`src/port_regs_defines.svh`:
```
`ifndef PORT_REGS_DEFINES_SVH
`define PORT_REGS_DEFINES_SVH

// register byte addresses are four times the word index
`define DEV_STATUS_INDEX    12'h004a
`define LINK_CAP_INDEX      12'h004c
`define DEV_STATUS_ADDR     14'h0128
`define LINK_CAP_ADDR       14'h0130
`define IRQ_MASK_ADDR       14'h0200
`define WIDTH_DEFAULT_ADDR  14'h0204

// status fields
`define STS_CORR_BIT        0
`define STS_NONFATAL_BIT    1
`define STS_FATAL_BIT       2
`define STS_UNSUP_BIT       3
`define STS_FLAG_COUNT      4
`define STS_FLAG_MSB        3

// link capability fields
`define CAP_SPEED_LSB       0
`define CAP_SPEED_MSB       3
`define CAP_WIDTH_LSB       4
`define CAP_WIDTH_MSB       9
`define CAP_ASPM_LSB        10
`define CAP_ASPM_MSB        11
`define CAP_L0S_LSB         12
`define CAP_L0S_MSB         14

// field values
`define SPEED_5G            4'h2
`define ASPM_RESET          2'h3
`define L0S_RESET           3'h6
`define WIDTH_X1            6'h01
`define WIDTH_X2            6'h02
`define WIDTH_X4            6'h04
`define WIDTH_X8            6'h08
`define WIDTH_X12           6'h0c
`define WIDTH_X16           6'h0d
`define WIDTH_X32           6'h20

// axi responses
`define RESP_OKAY           2'h0
`define RESP_SLVERR         2'h2

`endif

```
`src/port_regs_pkg.sv`:
```
package port_regs_pkg;
   typedef logic [31:0] word_type;
   typedef logic [13:0] addr_type;
   typedef logic [5:0]  width_code_type;
   typedef enum logic [1:0] {
      port_disabled,
      port_active,
      port_loopback
   } port_mode_type;
endpackage

```
`src/pcie_port_dev_status_link_cap.sv`:
```
`timescale 1ns/10ps
`include "port_regs_defines.svh"

// Functional notes
// - correctable error sets status bit 0 always; write one clears it
// - non-fatal error sets status bit 1 always; write one clears it
// - fatal error sets status bit 2 always; write one clears it
// - unsupported request sets status bit 3 always; write one clears it
// - aux power present bit 4 reads zero, writes ignored
// - pending transactions bit 5 reads zero
// - max speed field bits 3:0 read-only, reads 0x2 (5 Gbps)
// - max width field bits 9:4 holds lane count, strap default
// - software may write max width to force narrower training
// - invalid width code is stored; port runs at default width
// - hardware never alters the written width value
// - width write outside disabled mode triggers immediate link retrain
// - receiver errors during such retrain may log as correctable
// - aspm support bits 11:10 reset 0x3, software writable
// - l0s exit latency bits 14:12 reset 0x6
module pcie_port_dev_status_link_cap (
   input  wire logic                          aclk,
   input  wire logic                          aresetn,
   input  wire port_regs_pkg::addr_type       s_axi_awaddr,
   input  wire logic                          s_axi_awvalid,
   output logic                               s_axi_awready,
   input  wire port_regs_pkg::word_type       s_axi_wdata,
   input  wire logic [3:0]                    s_axi_wstrb,
   input  wire logic                          s_axi_wvalid,
   output logic                               s_axi_wready,
   output logic [1:0]                         s_axi_bresp,
   output logic                               s_axi_bvalid,
   input  wire logic                          s_axi_bready,
   input  wire port_regs_pkg::addr_type       s_axi_araddr,
   input  wire logic                          s_axi_arvalid,
   output logic                               s_axi_arready,
   output port_regs_pkg::word_type            s_axi_rdata,
   output logic [1:0]                         s_axi_rresp,
   output logic                               s_axi_rvalid,
   input  wire logic                          s_axi_rready,
   input  wire logic                          correctable_err_evt,
   input  wire logic                          nonfatal_err_evt,
   input  wire logic                          fatal_err_evt,
   input  wire logic                          unsupported_req_evt,
   input  wire port_regs_pkg::width_code_type strap_width,
   input  wire port_regs_pkg::port_mode_type  port_mode,
   input  wire logic                          phy_receiver_err,
   input  wire logic                          phy_retraining,
   output logic                               retrain_req,
   output port_regs_pkg::width_code_type      operating_width,
   output logic [1:0]                         power_state_support,
   output logic                               adv_err_rx_err_log,
   output logic                               irq
);
   import port_regs_pkg::*;

   function automatic logic width_code_valid(input width_code_type c);
      width_code_valid = (c == `WIDTH_X1) || (c == `WIDTH_X2) || (c == `WIDTH_X4) ||
                         (c == `WIDTH_X8) || (c == `WIDTH_X12) || (c == `WIDTH_X16) ||
                         (c == `WIDTH_X32);
   endfunction

   // widest byte lane mask helper: a field is written only when all its lanes are enabled
   function automatic logic lanes_on(input logic [3:0] strb, input int lo, input int hi);
      logic ok;
      ok = 1'b1;
      for (int b = 0; b < 4; b++) begin
         if ((b * 8 + 7 >= lo) && (b * 8 <= hi) && !strb[b]) begin
            ok = 1'b0;
         end
      end
      lanes_on = ok;
   endfunction

   // write channel state
   logic                       aw_held_reg;
   addr_type                   aw_addr_reg;
   logic                       w_held_reg;
   word_type                   w_data_reg;
   logic [3:0]                 w_strb_reg;
   logic                       bvalid_reg;
   logic [1:0]                 bresp_reg;
   logic                       do_write;
   // read channel state
   logic                       rvalid_reg;
   word_type                   rdata_reg;
   logic [1:0]                 rresp_reg;
   logic                       do_read;
   // registers
   logic [`STS_FLAG_MSB:0]     err_flags_reg;
   logic [`STS_FLAG_MSB:0]     irq_mask_reg;
   width_code_type             max_width_reg;
   width_code_type             width_default_reg;
   logic [1:0]                 aspm_reg;
   logic [2:0]                 l0s_reg;
   logic                       width_loaded_reg;
   logic                       retrain_reg;
   logic                       retrain_window_reg;
   logic                       rx_log_reg;
   logic [`STS_FLAG_MSB:0]     err_events;
   logic [`STS_FLAG_MSB:0]     clear_mask;
   logic [`STS_FLAG_MSB:0]     read_clear;
   logic [15:0]                status_word;
   word_type                   cap_word;
   word_type                   read_word;
   logic                       read_hit;
   logic                       write_hit;
   logic                       wr_status;
   logic                       wr_cap;

   assign err_events = {unsupported_req_evt, fatal_err_evt, nonfatal_err_evt,
                        correctable_err_evt};

   // ---------------- write channel ----------------
   assign s_axi_awready = !aw_held_reg && !bvalid_reg;
   assign s_axi_wready  = !w_held_reg && !bvalid_reg;
   assign do_write      = aw_held_reg && w_held_reg && !bvalid_reg;
   assign s_axi_bvalid  = bvalid_reg;
   assign s_axi_bresp   = bresp_reg;

   always_ff @(posedge aclk) begin
      if (!aresetn) begin
         aw_held_reg <= 1'b0;
         aw_addr_reg <= '0;
      end else if (s_axi_awvalid && s_axi_awready) begin
         aw_held_reg <= 1'b1;
         aw_addr_reg <= s_axi_awaddr;
      end else if (do_write) begin
         aw_held_reg <= 1'b0;
      end
   end

   always_ff @(posedge aclk) begin
      if (!aresetn) begin
         w_held_reg <= 1'b0;
         w_data_reg <= '0;
         w_strb_reg <= '0;
      end else if (s_axi_wvalid && s_axi_wready) begin
         w_held_reg <= 1'b1;
         w_data_reg <= s_axi_wdata;
         w_strb_reg <= s_axi_wstrb;
      end else if (do_write) begin
         w_held_reg <= 1'b0;
      end
   end

   always_comb begin
      write_hit = 1'b1;
      unique case (aw_addr_reg)
         `DEV_STATUS_ADDR, `LINK_CAP_ADDR, `IRQ_MASK_ADDR, `WIDTH_DEFAULT_ADDR: begin
            write_hit = 1'b1;
         end
         default: begin
            write_hit = 1'b0;
         end
      endcase
   end

   always_ff @(posedge aclk) begin
      if (!aresetn) begin
         bvalid_reg <= 1'b0;
         bresp_reg  <= `RESP_OKAY;
      end else if (do_write) begin
         bvalid_reg <= 1'b1;
         bresp_reg  <= write_hit ? `RESP_OKAY : `RESP_SLVERR;
      end else if (s_axi_bready) begin
         bvalid_reg <= 1'b0;
      end
   end

   assign wr_status = do_write && (aw_addr_reg == `DEV_STATUS_ADDR);
   assign wr_cap    = do_write && (aw_addr_reg == `LINK_CAP_ADDR);

   // ---------------- status flags ----------------
   // only the low lane holds the flags; bits 15:4 are never stored
   assign clear_mask = (wr_status && w_strb_reg[0]) ?
                       w_data_reg[`STS_FLAG_MSB:0] : '0;
   assign read_clear = (do_read && (s_axi_araddr == `DEV_STATUS_ADDR)) ?
                       err_flags_reg : '0;

   // set wins over clear so an event in the clearing cycle survives
   generate
      for (genvar i = 0; i < `STS_FLAG_COUNT; i++) begin : g_flag
         always_ff @(posedge aclk) begin
            if (!aresetn) begin
               err_flags_reg[i] <= 1'b0;
            end else if (err_events[i]) begin
               err_flags_reg[i] <= 1'b1;
            end else if (clear_mask[i] || read_clear[i]) begin
               err_flags_reg[i] <= 1'b0;
            end
         end
      end
   endgenerate

   // aux power and pending transactions are constant zero
   assign status_word = {12'h0000, err_flags_reg};

   always_ff @(posedge aclk) begin
      if (!aresetn) begin
         irq_mask_reg <= '0;
      end else if (do_write && (aw_addr_reg == `IRQ_MASK_ADDR) && w_strb_reg[0]) begin
         irq_mask_reg <= w_data_reg[`STS_FLAG_MSB:0];
      end
   end

   assign irq = |(err_flags_reg & irq_mask_reg);

   // ---------------- link capabilities ----------------
   // strap is caught on the first clock after reset release, not under reset
   always_ff @(posedge aclk) begin
      if (!aresetn) begin
         width_loaded_reg  <= 1'b0;
         width_default_reg <= `WIDTH_X1;
         max_width_reg     <= `WIDTH_X1;
      end else if (!width_loaded_reg) begin
         width_loaded_reg  <= 1'b1;
         width_default_reg <= strap_width;
         max_width_reg     <= strap_width;
      end else if (wr_cap && lanes_on(w_strb_reg, `CAP_WIDTH_LSB, `CAP_WIDTH_MSB)) begin
         max_width_reg <= w_data_reg[`CAP_WIDTH_MSB:`CAP_WIDTH_LSB];
      end
   end

   always_ff @(posedge aclk) begin
      if (!aresetn) begin
         aspm_reg <= `ASPM_RESET;
         l0s_reg  <= `L0S_RESET;
      end else if (wr_cap && w_strb_reg[1]) begin
         aspm_reg <= w_data_reg[`CAP_ASPM_MSB:`CAP_ASPM_LSB];
         l0s_reg  <= w_data_reg[`CAP_L0S_MSB:`CAP_L0S_LSB];
      end
   end

   assign cap_word = {17'h0_0000, l0s_reg, aspm_reg, max_width_reg, `SPEED_5G};

   // invalid codes and widenings fall back to the strapped width
   always_ff @(posedge aclk) begin
      if (!aresetn) begin
         operating_width <= `WIDTH_X1;
      end else if (width_code_valid(max_width_reg) &&
                   (max_width_reg <= width_default_reg)) begin
         operating_width <= max_width_reg;
      end else begin
         operating_width <= width_default_reg;
      end
   end

   assign power_state_support = aspm_reg;

   // one-cycle pulse to the training machine
   always_ff @(posedge aclk) begin
      if (!aresetn) begin
         retrain_reg <= 1'b0;
      end else begin
         retrain_reg <= wr_cap && lanes_on(w_strb_reg, `CAP_WIDTH_LSB, `CAP_WIDTH_MSB) &&
                        (port_mode != port_disabled);
      end
   end

   assign retrain_req = retrain_reg;

   // receiver errors are forwarded only while a width retrain is in flight
   always_ff @(posedge aclk) begin
      if (!aresetn) begin
         retrain_window_reg <= 1'b0;
      end else if (retrain_reg) begin
         retrain_window_reg <= 1'b1;
      end else if (!phy_retraining) begin
         retrain_window_reg <= 1'b0;
      end
   end

   always_ff @(posedge aclk) begin
      if (!aresetn) begin
         rx_log_reg <= 1'b0;
      end else begin
         rx_log_reg <= phy_receiver_err && (retrain_window_reg || retrain_reg);
      end
   end

   assign adv_err_rx_err_log = rx_log_reg;

   // ---------------- read channel ----------------
   assign s_axi_arready = !rvalid_reg;
   assign do_read       = s_axi_arvalid && s_axi_arready;

   always_comb begin
      read_hit  = 1'b1;
      read_word = '0;
      unique case (s_axi_araddr)
         `DEV_STATUS_ADDR: begin
            read_word = {16'h0000, status_word};
         end
         `LINK_CAP_ADDR: begin
            read_word = cap_word;
         end
         `IRQ_MASK_ADDR: begin
            read_word = {28'h000_0000, irq_mask_reg};
         end
         `WIDTH_DEFAULT_ADDR: begin
            read_word = {26'h000_0000, width_default_reg};
         end
         default: begin
            read_hit = 1'b0;
         end
      endcase
   end

   always_ff @(posedge aclk) begin
      if (!aresetn) begin
         rvalid_reg <= 1'b0;
         rdata_reg  <= '0;
         rresp_reg  <= `RESP_OKAY;
      end else if (do_read) begin
         rvalid_reg <= 1'b1;
         rdata_reg  <= read_word;
         rresp_reg  <= read_hit ? `RESP_OKAY : `RESP_SLVERR;
      end else if (s_axi_rready) begin
         rvalid_reg <= 1'b0;
      end
   end

   assign s_axi_rvalid = rvalid_reg;
   assign s_axi_rdata  = rdata_reg;
   assign s_axi_rresp  = rresp_reg;

   // ---------------- assertions ----------------
   a_corr_sets: assert property (@(posedge aclk) disable iff (!aresetn)
      correctable_err_evt |=> err_flags_reg[`STS_CORR_BIT])
      else $error("correctable flag not set");
   a_nonfatal_sets: assert property (@(posedge aclk) disable iff (!aresetn)
      nonfatal_err_evt |=> err_flags_reg[`STS_NONFATAL_BIT])
      else $error("nonfatal flag not set");
   a_fatal_sets: assert property (@(posedge aclk) disable iff (!aresetn)
      fatal_err_evt |=> err_flags_reg[`STS_FATAL_BIT])
      else $error("fatal flag not set");
   a_unsup_sets: assert property (@(posedge aclk) disable iff (!aresetn)
      unsupported_req_evt |=> err_flags_reg[`STS_UNSUP_BIT])
      else $error("unsupported flag not set");
   a_w1c_clears: assert property (@(posedge aclk) disable iff (!aresetn)
      (clear_mask[0] && !correctable_err_evt) |=> !err_flags_reg[0])
      else $error("write one did not clear");
   a_zero_keeps: assert property (@(posedge aclk) disable iff (!aresetn)
      (err_flags_reg[1] && !clear_mask[1] && !read_clear[1]) |=> err_flags_reg[1])
      else $error("flag lost without clear");
   a_status_reserved: assert property (@(posedge aclk) disable iff (!aresetn)
      (rvalid_reg && $past(do_read) && ($past(s_axi_araddr) == `DEV_STATUS_ADDR))
      |-> (rdata_reg[31:4] == 28'h000_0000))
      else $error("status high bits not zero");
   a_speed_const: assert property (@(posedge aclk) disable iff (!aresetn)
      (rvalid_reg && $past(do_read) && ($past(s_axi_araddr) == `LINK_CAP_ADDR))
      |-> (rdata_reg[`CAP_SPEED_MSB:`CAP_SPEED_LSB] == `SPEED_5G))
      else $error("speed field changed");
   a_width_kept: assert property (@(posedge aclk) disable iff (!aresetn)
      (width_loaded_reg && !wr_cap) |=> $stable(max_width_reg))
      else $error("width field altered by hardware");
   a_retrain_pulse: assert property (@(posedge aclk) disable iff (!aresetn)
      (wr_cap && w_strb_reg[0] && w_strb_reg[1] && port_mode != port_disabled)
      |=> retrain_req ##1 !retrain_req)
      else $error("missing retrain pulse");
   a_no_retrain_dis: assert property (@(posedge aclk) disable iff (!aresetn)
      (wr_cap && port_mode == port_disabled) |=> !retrain_req)
      else $error("retrain while disabled");
   a_invalid_default: assert property (@(posedge aclk) disable iff (!aresetn)
      (width_loaded_reg && !width_code_valid(max_width_reg))
      |=> operating_width == $past(width_default_reg))
      else $error("invalid width not defaulted");

   c_error_logged: cover property (@(posedge aclk) disable iff (!aresetn)
      fatal_err_evt ##1 irq);
   c_clear_race: cover property (@(posedge aclk) disable iff (!aresetn)
      clear_mask[0] && correctable_err_evt);
   c_width_retrain: cover property (@(posedge aclk) disable iff (!aresetn)
      retrain_req ##[1:20] adv_err_rx_err_log);
   c_bad_address: cover property (@(posedge aclk) disable iff (!aresetn)
      s_axi_bvalid && s_axi_bresp == `RESP_SLVERR);

endmodule

```
`config.mk`:
```
export PLATFORM = sky130hd
export DESIGN_NAME = pcie_port_dev_status_link_cap
export DESIGN_NICKNAME = d
export VERILOG_FILES = /design/src/port_regs_pkg.sv /design/src/pcie_port_dev_status_link_cap.sv
export VERILOG_INCLUDE_DIRS = /design/src
export SDC_FILE = /design/constraint.sdc
export NUM_CORES = 1
export LEC_CHECK = 0
export BUFFER_PORTS_ARGS = -buffer_cell sky130_fd_sc_hd__buf_4
export CORE_ASPECT_RATIO = 0.5
export CORE_MARGIN = 10
export CORE_UTILIZATION = 30
export CTS_CLUSTER_DIAMETER = 200
export DETAILED_ROUTE_END_ITERATION = 8
export HOLD_SLACK_MARGIN = 0.06
export PLACE_DENSITY = 0.54
export SYNTH_ARGS = -nofsm -noshare
export SYNTH_HDL_FRONTEND = slang
export SYNTH_SLANG_ARGS = --single-unit
```
`constraint.sdc`:
```
create_clock -name aclk -period 2.1 [get_ports aclk]
set_input_delay 0.42 -clock aclk [delete_from_list [all_inputs] [get_ports aclk]]
set_output_delay 0.42 -clock aclk [all_outputs]
set_load 0.1 [all_outputs]
```
-- After elaboration in Yosys (flattened, before gate mapping)
Index checks and enable logic that the tools add are counted.
- register bits after elaboration: 106
- bits of input ports: 85
- output and inout port bits: 52
- order comparisons: 1
- eq/ne operators: 17
- mux-type cells: 33
- bitwise gates (word level): 1
- reductions and logical operators: 46
- operators by type and width (operator ; count):
    15-bit case mux with 4 select lines ; 1
    14-bit by 10-bit == test with 1-bit output (second input constant) ; 4
    14-bit by 9-bit == test with 1-bit output (second input constant) ; 4
    1-bit 2-to-1 mux ; 25
    1-bit logical AND ; 19
    6-bit by 4-bit == test with 1-bit output (second input constant) ; 3
    6-bit 2-to-1 mux ; 3
    2-bit nonzero test ; 9
    4-bit OR reduction ; 3
    1-bit logical OR ; 11
    4-bit 2-to-1 mux ; 2
    6-bit by 1-bit == test with 1-bit output (second input constant) ; 1
    6-bit by 2-bit == test with 1-bit output (second input constant) ; 1
    6-bit by 3-bit == test with 1-bit output (second input constant) ; 1
    6-bit == test (second input constant) ; 1
    6-bit less-or-equal comparator ; 1
    4-bit AND ; 1
    1-bit zero test ; 4
    2-bit 2-to-1 mux ; 2
    2-bit by 1-bit != test with 1-bit output (second input constant) ; 2

-- Depth between registers and ports, before layout
- depth after elaboration: 9
- depth in mapped cells: 7

-- Least setup slack after synthesis
No wires, ideal clock.
- path kind: flip-flop to flip-flop
- start: reg bvalid_reg, in the netlist s_axi_bvalid
- end: reg w_data_reg[0]
- library setup time: 0.122 ns
- arrival: 3.000 ns
- data required time: 1.978 ns
- setup slack: -1.022 ns
- stages on the path, launching flop included: 6
- clock period less this slack: 3.122 ns
- cell sequence: dfxtp_1 > nor2_1 > nand2_1 > clkbuf_1 > nand2_1 > a21boi_0
- cells in the longest elaborated chain, start to end: 3
- RTL lines (item ; RTL line ; text):
    start: declaration ; pcie_port_dev_status_link_cap.sv:80 ; logic bvalid_reg;
    start signal: assignment ; pcie_port_dev_status_link_cap.sv:160 ; bvalid_reg <= 1'b0;
    start signal: assignment ; pcie_port_dev_status_link_cap.sv:163 ; bvalid_reg <= 1'b1;
    start signal: assignment ; pcie_port_dev_status_link_cap.sv:166 ; bvalid_reg <= 1'b0;
    1-bit zero test ; pcie_port_dev_status_link_cap.sv:115 ; assign s_axi_wready = !w_held_reg && !bvalid_reg;
    1-bit logical AND ; pcie_port_dev_status_link_cap.sv:115 ;
    net s_axi_wready ; pcie_port_dev_status_link_cap.sv:29 ; output logic s_axi_wready,
    1-bit logical AND ; pcie_port_dev_status_link_cap.sv:137 ; end else if (s_axi_wvalid && s_axi_wready) begin
    end signal: assignment ; pcie_port_dev_status_link_cap.sv:139 ; w_data_reg <= s_axi_wdata;
    end: declaration ; pcie_port_dev_status_link_cap.sv:78 ; word_type w_data_reg;
The timed path passes the listed nets, and every way through them passes these cells.
A chain may end at the register's enable or synchronous reset.

-- Final worst setup path
- start: reg aw_addr_reg[0]
- end: reg err_flags_reg[1]
- cells in the longest elaborated chain, start to end: 6
- RTL lines (item ; RTL line ; text):
    start: declaration ; pcie_port_dev_status_link_cap.sv:76 ; addr_type aw_addr_reg;
    start signal: assignment ; pcie_port_dev_status_link_cap.sv:126 ; aw_addr_reg <= s_axi_awaddr;
    14-bit by 9-bit == test with 1-bit output ; -- ;
    1-bit logical AND ; pcie_port_dev_status_link_cap.sv:170 ; assign wr_status = do_write && (aw_addr_reg == `DEV_STATUS_ADDR);
    1-bit logical AND ; pcie_port_dev_status_link_cap.sv:175 ; assign clear_mask = (wr_status && w_strb_reg[0]) ?
    4-bit 2-to-1 mux ; pcie_port_dev_status_link_cap.sv:175 ;
    1-bit logical OR ; pcie_port_dev_status_link_cap.sv:188 ; end else if (clear_mask[i] || read_clear[i]) begin
    2-bit nonzero test (no source line) ; -- ;
    end signal: indexed assignment ; pcie_port_dev_status_link_cap.sv:185 ; err_flags_reg[i] <= 1'b0;
    end signal: indexed assignment ; pcie_port_dev_status_link_cap.sv:187 ; err_flags_reg[i] <= 1'b1;
    end signal: indexed assignment ; pcie_port_dev_status_link_cap.sv:189 ; err_flags_reg[i] <= 1'b0;
    end: declaration ; pcie_port_dev_status_link_cap.sv:89 ; logic [`STS_FLAG_MSB:0] err_flags_reg;
Every way passes these cells.

==> impl_results.md <==
* Post-synth top area cell: dfxtp_1
* Unrepaired setup endpoints after global routing: false
* Routed WL per cell at ~14 um
* Relative slew slack at between 50% and 60%
* Chip Width at 182 um
* Pins over their slew limit at 0
* GPL Wtd Cong at 0.798
* Commonest non-fill, non-tap cell in the layout: buf_4
* Maximum vdd drop at ~0.35 mV
* Clock Skews at 0.00847 ns
* Critical Path Fanout Max at 4
* Post-synthesis sequential area ratio at 44.5%
* Worst EP required at between 2 and 2.5 ns
* Area of the core at 0.0127 mm^2
* Crit path setup slack, layout at 0.320 ns
* Fin Setup TNS at 0 ns
* Worst slew pin tran at between 0.7 and 0.8 ns
* Crit path kind: flop to flop
* Status: complete, no violations
* Starting DRC count in detailed routing at between 150 and 200
* CTS Hold Bufs at 0
* Min Tclk post-route at between 1.5 and 2 ns
* Io pins at 137
* Final setup vio count at 0
* Synth area leaders: dfxtp_1 (44%), nand2_1 (10%), a21boi_0 (8.4%)
* Synthesized area at slightly below 0.004 mm^2
* GRT Overall Usage at 11.1%
* Number of synthesized flops with an enable pin at 0
* GR Overflow Total at 0
* Mapped Cells at 439
* Die area at 0.0183 mm^2
* Post-CTS setup buffer count at 0
* Worst-skew pair later-pin latency at about 0.33 ns
* Final cycle utilization of the critical path at a little over four fifths
* Most frequent cells in the layout: buf_4 (116), nand2_1 (109), dfxtp_1 (85), a21boi_0 (44), mux2i_1 (27)
* Synth top area share at 44.5%
* Distinct cells, synth at 48
* Routed vias at 3208
* # rows at 29
* Longest Clk Path Bufs at 2
* Crit path capture type: flop
* Max-cap violations at 0
* Place WS at 0.170 ns
* Fmax at 562 MHz
* Largest net degree at the start of global routing at 45
* Layout cells sized above 1 at 26.9%
* Fin nets at 636
* DRC Markers at 0
* Vias in the first global route at 3135
* Final Util at 40.9%
* Dpl hpwl at about 8000 um
* Cts repair resizes at 0
* Vias per cell at 4.46
* Register bit count reported by yosys at 87
* Routed wire length at 10400 um
* Worst path arrival time at 2.01 ns
* Most used flip-flop cell after synthesis: dfxtp_1
* Wire length of the first global-routing pass at 16500 um
* Starting density of the core at between 30% and 40%
* Drt pass-1 iters at 4
* Clock-pin slew on the worst setup and hold paths at 0.06 ns
* Asr flop ratio synth at 0%
* Leak at 2.12 nW
* Worst min-delay path class: input port to flop
* Average cell area after synthesis at 8.92 um^2
* DRT antenna net count at 0
* Crit start category: flop
* Clock buffer count from CTS at 9
* Hold Fails Final Rpt at 0
* H-tree Lvls at 3
* Synth warnings at 0
* PD cells at 823 mW/mm^2
* Initial antenna violation count at 0
* Total power at 4.27 mW
* Clock sinks at 87
* Final Hold Slack at between 0.2 and 0.3 ns
* Area grow syn2layout at 32.6%
* Die height at 101 um
* Root Buffer: clkbuf_16
* Ant. Diodes at 0
* CTS tree: built
* I/O Buffers at 98
[metrics by stage]
stage | area [um^2] | instances
6_report | 5190 | 720
5_1_grt | 5190 | 720
4_1_cts | 5190 | 720
3_5_place_dp | 4870 | 704
3_3_place_gp | 4870 | 704
2_1_floorplan | 4010 | 457
[critical path, cell delays in order (launching register included)]
cell	delay (ns)
dfxtp_1	0.33
nor4_4	0.34
nand4_2	0.23
and4bb_1	0.43
nand2_1	0.08
a32o_1	0.25
[routing by layer]
layer | global-route usage [%] | wire length, um | vias up | part of all wire [%]
met5 | 0 | 0 | - | 0
met1 | 13.8 | 4920 | 1445 | 47
met3 | 3.73 | 511 | 5 | 4.9
met4 | 2.80 | 70 | 0 | 0.67
li1 | - | - | 1686 | -
met2 | 18.2 | 4930 | 72 | 47
[cells in the mapped netlist (all sizes together), types with 2 or more instances]
cell type / count
nand3: 10
nor2b: 19
a21boi: 44
a211oi: 2
mux2: 3
a21oi: 10
a32o: 4
buf: 22
and4bb: 3
nand2b: 2
clkbuf: 17
dfxtp: 87
o21ai: 18
nand2: 109
ha: 6
a32oi: 2
a31oi: 2
a22oi: 5
nor2: 9
and2: 3
inv: 9
mux2i: 27
nor4: 5
nor3: 3
o211a: 2
nand4: 2
[logic make-up after synthesis]
logic type / count (synthesis) / synth area share (%)
other: 1 / 0.0958
adder cells (fa/ha/maj): 6 / 1.92
AO/OA/AOI/OAI: 94 / 16.9
flip-flops: 87 / 44.5
buffers and inverters: 48 / 6.52
multiplexers: 30 / 7.77
AND/OR/NAND/NOR: 172 / 22.1
XOR/XNOR: 1 / 0.224
[final cells by class]
type | count | area [um^2]
inverter | 9 | 37.5
multi-input combinational | 322 | 2000
timing repair buffer | 116 | 871
clock inverter | 5 | 81.3
clock buffer | 11 | 243
tap | 170 | 213
sequential | 87 | 1750
fill | 1308 | 7510
[worst paths after layout]
check | startpoint | end | slack (ns) | cells past startpoint
max | aw_addr_reg[0] | err_flags_reg[1] | 0.32 | 5
min | correctable_err_evt | err_flags_reg[0] | 0.29 | 2
max reg2reg | aw_addr_reg[0] | err_flags_reg[1] | 0.32 | 5
min reg2reg | s_axi_rdata[1] | s_axi_rdata[1] | 0.46 | 2
[power breakdown]
group / switching, mW / leakage, nW / internal, mW
combinational: 0.501 / 1.25 / 0.250
sequential: 0.0691 / 0.713 / 1.73
clock: 0.649 / 0.156 / 1.08
total: 1.22 / 2.12 / 3.06
No activity file was read; power rests on OpenSTA's default activity.
